--- src/rtl/drds_defs.vh ---
// constants for the read data separator digital control block
`ifndef DRDS_DEFS_VH
`define DRDS_DEFS_VH
`define DRDS_CLK_MHZ 50
`define DRDS_REF_DIV_IDLE 2'h3
`define DRDS_FB_DIV_PHASE 2'h1
`define DRDS_FB_DIV_PFD 2'h3
`define DRDS_BW_LOW 2'h0
`define DRDS_BW_HIGH 2'h1
`define DRDS_BW_HIGH_READ 2'h2
`define DRDS_BW_HOLD 2'h3
`endif

--- src/rtl/drds_sync2.v ---
// two flip-flop synchroniser for a group of asynchronous levels
`timescale 1ns/100ps
module drds_sync2 #(
    parameter WIDTH = 1
) (
    clock,
    rst,
    async_in,
    sync_out
);
    input wire clock;
    input wire rst;
    input wire [WIDTH-1:0] async_in;
    output reg [WIDTH-1:0] sync_out;

    reg [WIDTH-1:0] meta_reg;

    // the first stage feeds only the second stage
    always @(posedge clock) begin
        if (rst) begin
            meta_reg <= {WIDTH{1'b0}};
            sync_out <= {WIDTH{1'b0}};
        end else begin
            meta_reg <= async_in;
            sync_out <= meta_reg;
        end
    end
endmodule

--- src/rtl/drds_top.v ---
// read data separator control: source select, phase detector, dividers and retiming
`timescale 1ns/100ps
`include "drds_defs.vh"

// How it works
// RULE1: read low tracks data, high tracks reference
// RULE2: host supplies reference at 2f or 1.5f
// RULE3: read pulses active high, one per transition
// RULE4: bandwidth mode from select and read gate
// RULE5: hold low clears and parks phase detector
// RULE6: extra divider select low bypasses halving stage
// RULE7: test inject low feeds divider from test pin
// RULE8: force input low keeps phase-frequency mode
// RULE9: sync data changes on bit clock fall
// RULE10: bit clock rise marks valid data
// RULE11: oscillator output at divided oscillator rate
// RULE12: raise output follows detector raise command
// RULE13: lower output follows detector lower command
// RULE14: phase-only when reading, else phase-frequency
// RULE15: feedback divides two or four by mode
// RULE16: both pump commands high resets both
// RULE17: decode window formed on divided clock fall
// RULE18: mode inputs synchronised before taking effect
module drds_top (
    clock,
    rst,
    reference_osc_in,
    read_pulse_in,
    read_gate_n,
    bandwidth_select_n,
    hold_select_n,
    extra_divider_select,
    divider_test_inject_n,
    force_freq_detect_n,
    test_osc_in,
    sync_data_out,
    recovered_bit_clock_out,
    osc_freq_out,
    pump_raise_out,
    pump_lower_out,
    bandwidth_mode_out,
    phase_freq_mode_out
);
    input wire clock;
    input wire rst;
    input wire reference_osc_in;
    input wire read_pulse_in;
    input wire read_gate_n;
    input wire bandwidth_select_n;
    input wire hold_select_n;
    input wire extra_divider_select;
    input wire divider_test_inject_n;
    input wire force_freq_detect_n;
    input wire test_osc_in;
    output reg sync_data_out;
    output reg recovered_bit_clock_out;
    output reg osc_freq_out;
    output reg pump_raise_out;
    output reg pump_lower_out;
    output reg [1:0] bandwidth_mode_out;
    output reg phase_freq_mode_out;

    // every input other than clock and rst is asynchronous to clock; all nine pass two flops first
    wire [8:0] pins_sync;
    drds_sync2 #(
        .WIDTH(9)
    ) u_sync (
        .clock(clock),
        .rst(rst),
        .async_in({reference_osc_in, read_pulse_in, read_gate_n, bandwidth_select_n,
            hold_select_n, extra_divider_select, divider_test_inject_n,
            force_freq_detect_n, test_osc_in}),
        .sync_out(pins_sync)
    );

    wire ref_s = pins_sync[8];
    wire pulse_s = pins_sync[7];
    wire read_n_s = pins_sync[6];
    wire bw_n_s = pins_sync[5];
    wire hold_n_s = pins_sync[4];
    wire xdiv_s = pins_sync[3];
    wire test_n_s = pins_sync[2];
    wire force_n_s = pins_sync[1];
    wire tosc_s = pins_sync[0];

    // internal oscillator model: toggles every clock, stands in for the vco
    reg osc_reg;
    // pre-divider and feedback chain
    reg prediv_reg;
    reg [1:0] fb_cnt_reg;
    reg half_reg;
    reg half_d_reg;
    reg tosc_d_reg;
    reg ref_d_reg;
    reg pulse_d_reg;
    // mode latches, updated only on a divided clock fall
    reg reading_reg;
    reg pfd_reg;
    reg xdiv_reg;
    reg test_reg;
    reg hold_reg;
    reg bw_n_reg;
    // phase detector state
    reg up_reg;
    reg dn_reg;
    reg data_win_reg;

    wire osc_src = test_reg ? tosc_s : osc_reg; // see RULE7
    wire osc_prev = test_reg ? tosc_d_reg : ~osc_reg;
    wire osc_rise = osc_src & ~osc_prev;
    // pre-divider bypass or insertion decides the divider chain input edge
    wire chain_tick = xdiv_reg ? (osc_rise & prediv_reg) : osc_rise; // see RULE6
    wire half_fall = half_d_reg & ~half_reg;
    wire ref_rise = ref_s & ~ref_d_reg;
    wire pulse_rise = pulse_s & ~pulse_d_reg; // see RULE3
    wire [1:0] fb_limit = pfd_reg ? `DRDS_FB_DIV_PFD : `DRDS_FB_DIV_PHASE; // see RULE15
    wire fb_tick = chain_tick & (fb_cnt_reg == fb_limit);
    // reference drives the detector when idle, data pulses while reading
    wire in_edge = reading_reg ? pulse_rise : ref_rise; // see RULE1
    // phase-only mode waits for a data pulse before comparing
    wire fb_edge = pfd_reg ? fb_tick : (fb_tick & (up_reg | data_win_reg)); // see RULE14
    reg up_next;
    reg dn_next;
    reg [1:0] bw_next;

    always @* begin
        up_next = up_reg | in_edge;
        dn_next = dn_reg | fb_edge;
        if (up_next & dn_next) begin
            up_next = 1'b0; // see RULE16
            dn_next = 1'b0;
        end
        if (hold_reg) begin
            up_next = 1'b0; // see RULE5
            dn_next = 1'b0;
        end
        if (hold_reg)
            bw_next = `DRDS_BW_HOLD;
        else if (bw_n_reg)
            bw_next = `DRDS_BW_LOW;
        else if (reading_reg)
            bw_next = `DRDS_BW_HIGH_READ;
        else
            bw_next = `DRDS_BW_HIGH; // see RULE4
    end

    always @(posedge clock) begin
        if (rst) begin
            osc_reg <= 1'b0;
            prediv_reg <= 1'b0;
            fb_cnt_reg <= 2'h0;
            half_reg <= 1'b0;
            half_d_reg <= 1'b0;
            tosc_d_reg <= 1'b0;
            ref_d_reg <= 1'b0;
            pulse_d_reg <= 1'b0;
            reading_reg <= 1'b0;
            pfd_reg <= 1'b1;
            xdiv_reg <= 1'b1;
            test_reg <= 1'b0;
            hold_reg <= 1'b0;
            bw_n_reg <= 1'b1;
            up_reg <= 1'b0;
            dn_reg <= 1'b0;
            data_win_reg <= 1'b0;
            sync_data_out <= 1'b0;
            recovered_bit_clock_out <= 1'b0;
            osc_freq_out <= 1'b0;
            pump_raise_out <= 1'b0;
            pump_lower_out <= 1'b0;
            bandwidth_mode_out <= `DRDS_BW_LOW;
            phase_freq_mode_out <= 1'b1;
        end else begin
            osc_reg <= ~osc_reg;
            tosc_d_reg <= tosc_s;
            ref_d_reg <= ref_s;
            pulse_d_reg <= pulse_s;
            if (osc_rise)
                prediv_reg <= ~prediv_reg;
            if (chain_tick) begin
                half_reg <= ~half_reg;
                fb_cnt_reg <= (fb_cnt_reg == fb_limit) ? 2'h0 : fb_cnt_reg + 2'h1;
                osc_freq_out <= ~osc_freq_out; // see RULE11
            end
            half_d_reg <= half_reg;
            // mode changes wait for a divided clock fall so no pulse is cut short
            if (half_fall) begin
                reading_reg <= ~read_n_s; // see RULE18
                pfd_reg <= read_n_s | ~force_n_s; // see RULE8
                xdiv_reg <= xdiv_s;
                test_reg <= ~test_n_s;
                hold_reg <= ~hold_n_s;
                bw_n_reg <= bw_n_s;
            end
            // a data pulse opens the window until the next divided clock fall
            if (pulse_rise & reading_reg & ~hold_reg)
                data_win_reg <= 1'b1;
            else if (half_fall)
                data_win_reg <= 1'b0;
            up_reg <= up_next;
            dn_reg <= dn_next;
            pump_raise_out <= up_next; // see RULE12
            pump_lower_out <= dn_next; // see RULE13
            bandwidth_mode_out <= bw_next;
            phase_freq_mode_out <= pfd_reg;
            // bit clock follows the divided clock, data retimed on its fall
            recovered_bit_clock_out <= half_reg; // see RULE10
            if (half_fall)
                sync_data_out <= data_win_reg | (pulse_rise & reading_reg); // see RULE17 RULE9
        end
    end
endmodule

--- config.mk ---
export PLATFORM = sky130hd
export DESIGN_NAME = drds_top
export DESIGN_NICKNAME = d
export VERILOG_FILES = /design/src/rtl/drds_sync2.v /design/src/rtl/drds_top.v
export VERILOG_INCLUDE_DIRS = /design/src /design/src/rtl
export SDC_FILE = /design/constraint.sdc
export NUM_CORES = 1
export LEC_CHECK = 0
export BUFFER_PORTS_ARGS = -buffer_cell sky130_fd_sc_hd__buf_2
export CAP_MARGIN = 25
export CORE_ASPECT_RATIO = 1.5
export CORE_UTILIZATION = 50
export DETAILED_ROUTE_END_ITERATION = 8
export PLACE_DENSITY = 0.71
export SKIP_LAST_GASP = 1
export SYNTH_ARGS = -nofsm -noshare
export SYNTH_HDL_FRONTEND = slang
export SYNTH_SLANG_ARGS = --single-unit
--- constraint.sdc ---
create_clock -name clock -period 2.25 [get_ports clock]
set_input_delay 0.5625 -clock clock [delete_from_list [all_inputs] [get_ports clock]]
set_output_delay 0.5625 -clock clock [all_outputs]
set_load 0.005 [all_outputs]
==> results.md <==
- Clock transition at the register clock pins on the worst setup and hold paths after CTS: 0.11 ns
- Initial antenna violation count: 0
- Commonest cells in the netlist: dfxtp_1, nor2b_1, nor2_1, a211oi_1, xnor2_1
- Number of buffer and inverter stages on the critical path: 1
- Count of distinct cell types in the synthesized netlist: 29
- Global routing met1 resource utilization: 14.8%
- Yosys reg bits: 41
- Weighted congestion reported at the end of routability-driven placement: 0.729
- Core Box Area: 2500 um2
- TritonCTS buffer count: 5
- Crit Path Max Fanout: 4
- Synthesized area: 1360 um2
- Top post-synthesis cells by area: dfxtp_1, nor2b_1, nor2_1, a211oi_1, xnor2_1
- Cell type contributing the most total cell area after synthesis: dfxtp_1
- DR iter-0 viols: 17
- Number of remaining DRC errors: 0
- Wire length after detailed routing: 1.87 mm
- DIE HEIGHT: 65.8 um
- Post-DP Area: 1470 um2
- Count of input and output buffers: 18
- Fmax achieved: 672 MHz
- Leakage power summed over all cells: 0.000657 uW
- Crit path time final: 1.49 ns
- Peak per-stage delay on the critical path: 0.43 ns
- Die boundary width: 44.5 um
- Layout cells sized above 1: 22.3%
- Setup Slack @ Placement: 0.650 ns
- Endpoint type of the worst setup path: output port
- Worst path cell trace: buf_2
- Int Power: 990 uW
- Final design area excluding fillers: 1540 um2
- Number of vias after detailed routing: 854
- Number of nets in the final layout: 158
- Average wire length per cell after detail routing: 10.2 um
- Met3 track demand over resource: 9.34%
- Portion of synthesized cell area occupied by the leading cell type: 60.6%
- I/O pin cnt: 19
- Setup fix buffers added after clock tree synthesis: 0
- Total Die Area: 2930 um2
- Avg Vias per Cell: 4.64
- Cell family with most CP delay: flip-flops
- Largest clock skew in the final design: 0.00627 ns
- Number of buffers inserted by hold repair at cts: 0
- Post-detailed-route count of antenna-violating nets: 0
- Overall power: 1270 uW
- GR Layer Usage met2: 25.7%
- Data arrival time of the critical path: 0.93 ns
- Clock share of power: 31.8%
- Pin slew with the least headroom to its limit: 0.658 ns
- Initial Util: 54.1%
- H-tree depth: 2
- Class of the most critical setup path: reg2out
- Largest net degree at the start of global routing: 43
- Combined global-route utilization of all metal layers: 16.1%
- Most instantiated library cell after synthesis: dfxtp_1
- Fin util: 61.6%
- Number of standard-cell rows in the floorplan: 22
- Aggregate global routing overflow: 0
- Worst-case headroom to the max-slew limit: 56.1%
- CTS Root Buffer Type: clkbuf_4
- Worst-case setup margin in the final layout: 0.762 ns
- Area growth, synth to finish: 13.9%
- Endpoints failing hold: 0
- Critical path required time: 1.69 ns
- Number of instances in the synthesized netlist: 126
- Iteration count of the initial detailed-routing pass: 4
- Crit share post-route: 66.1%
- Wire length of the first global-routing pass: 3.27 mm
- RSZ-0062 raised after global routing: no
- Sequential fraction of design power: 61.1%
- Result of the run: complete, no violations
- N_diodes: 0
- Busiest metal layer after global routing: met2
- Number of maximum-capacitance constraint violations: 0
- Clk Latency, worst-skew pair: 0.35 ns
- Register area share after synthesis: 60.6%
- Cts repair resizes: 0
- Final count of negative-setup-slack endpoints: 0
- Synthesized area per cell: 10.8 um2
- Final slew viol count: 0
- Mapped Nets: 137
- Number of sinks on the clock net: 41
- Total negative setup slack: 0 ns
- Async set-or-reset flop fraction in the synthesized netlist: 0%
- Power share of the combinational group: 7.1%
- Net switching fraction of the power: 22.3%
- Final HPWL DP: 1.16 mm
- Post-synth EDFFs: 0
- Yosys warning count: 0
- Buffer depth of the longest clock path: 2
- Maximum VDD drop: 0.555 mV
- Startpoint class of the critical path: register
- Critical Path Slowest Stage Cell: dfxtp_1
- Power per cell area: 825 nW/um2
- CTS tree: done
- Commonest register cell after synthesis: dfxtp_1
- Worst min-delay path class: reg2reg
- Power spent charging and discharging nets: 285 uW
- Via count of the first global-routing pass: 836
-- through the flow --
stage          hold slack (ns)  instances
2_1_floorplan            0.390        126
3_3_place_gp             0.395        176
3_5_place_dp             0.399        176
4_1_cts                  0.397        184
5_1_grt                  0.394        184
6_report                 0.406        184
-- cells by family after synthesis --
logic type,count (synthesis),synth area share [%]
xor+xnor,4,2.59
mux,1,0.739
simple gates,59,25.9
buf+inv,7,2.31
compound gates,14,7.94
flops,41,60.6
-- per-layer routing --
metal	share of wire (%)	routed length, um	vias to the layer above
met5	0	0	-
met4	3.0	56	0
met3	4.9	92	7
met2	49	918	24
met1	43	806	373
li1	-	-	450
-- power by group through the flow --
stage	clock network [uW]	registers, uW	logic [uW]
2_1_floorplan	0	792	68.2
3_3_place_gp	0	794	87.8
3_5_place_dp	0	796	90.4
4_1_cts	423	779	91.2
5_1_grt	456	784	103
6_report	405	779	89.9
-- path summary, 6_finish.rpt --
kind              slack [ns]                     startpoint               endpoint  depth (start not counted)
setup reg to reg        1.04       reading_reg$_SDFFE_PP0P_      dn_reg$_SDFF_PP0_                          3
hold / removal          0.41  u_sync.sync_out[4]$_SDFF_PP0_  hold_reg$_SDFFE_PP0P_                          1
setup / recovery        0.76              dn_reg$_SDFF_PP0_         pump_lower_out                          1
hold reg to reg         0.41  u_sync.sync_out[4]$_SDFF_PP0_  hold_reg$_SDFFE_PP0P_                          1
-- layout make-up --
type                            instances  area, um2
Fill cell                             214        961
Sequential cell                        41        821
Multi-Input combinational cell         78        503
Timing Repair Buffer                   19       97.6
Clock buffer                            7       65.1
Tap cell                               36       45.0
Inverter                                2       7.51
Clock inverter                          1       5.00
-- cell usage in the layout (no fill, tap or decap) --
master    Yosys  final
a21oi_1       3      3
nor2b_1      25     25
nor4_1        1      1
a21oi_2       1      1
or3b_2        1      1
nand2b_1      2      2
nand2_1       2      2
nand3b_1      1      1
a211oi_1      5      5
nor3b_1       1      1
and3b_1       1      1
or2_2         1      1
nand3b_4      1      1
nor2_1       18     18
nand2b_4      1      1
a21oi_4       1      1
nor4bb_1      1      1
clkinv_2      0      1
a211o_1       2      2
dfxtp_1      41     41
o21ai_0       1      1
o21a_1        1      1
buf_2         1     18
and2b_1       1      1
clkbuf_8      0      2
xnor2_1       4      4
nor3_1        2      2
inv_1         2      2
clkbuf_4      0      5
buf_4         1      1
mux2i_1       1      1
Note: power is estimated with default switching activity, not from simulation.
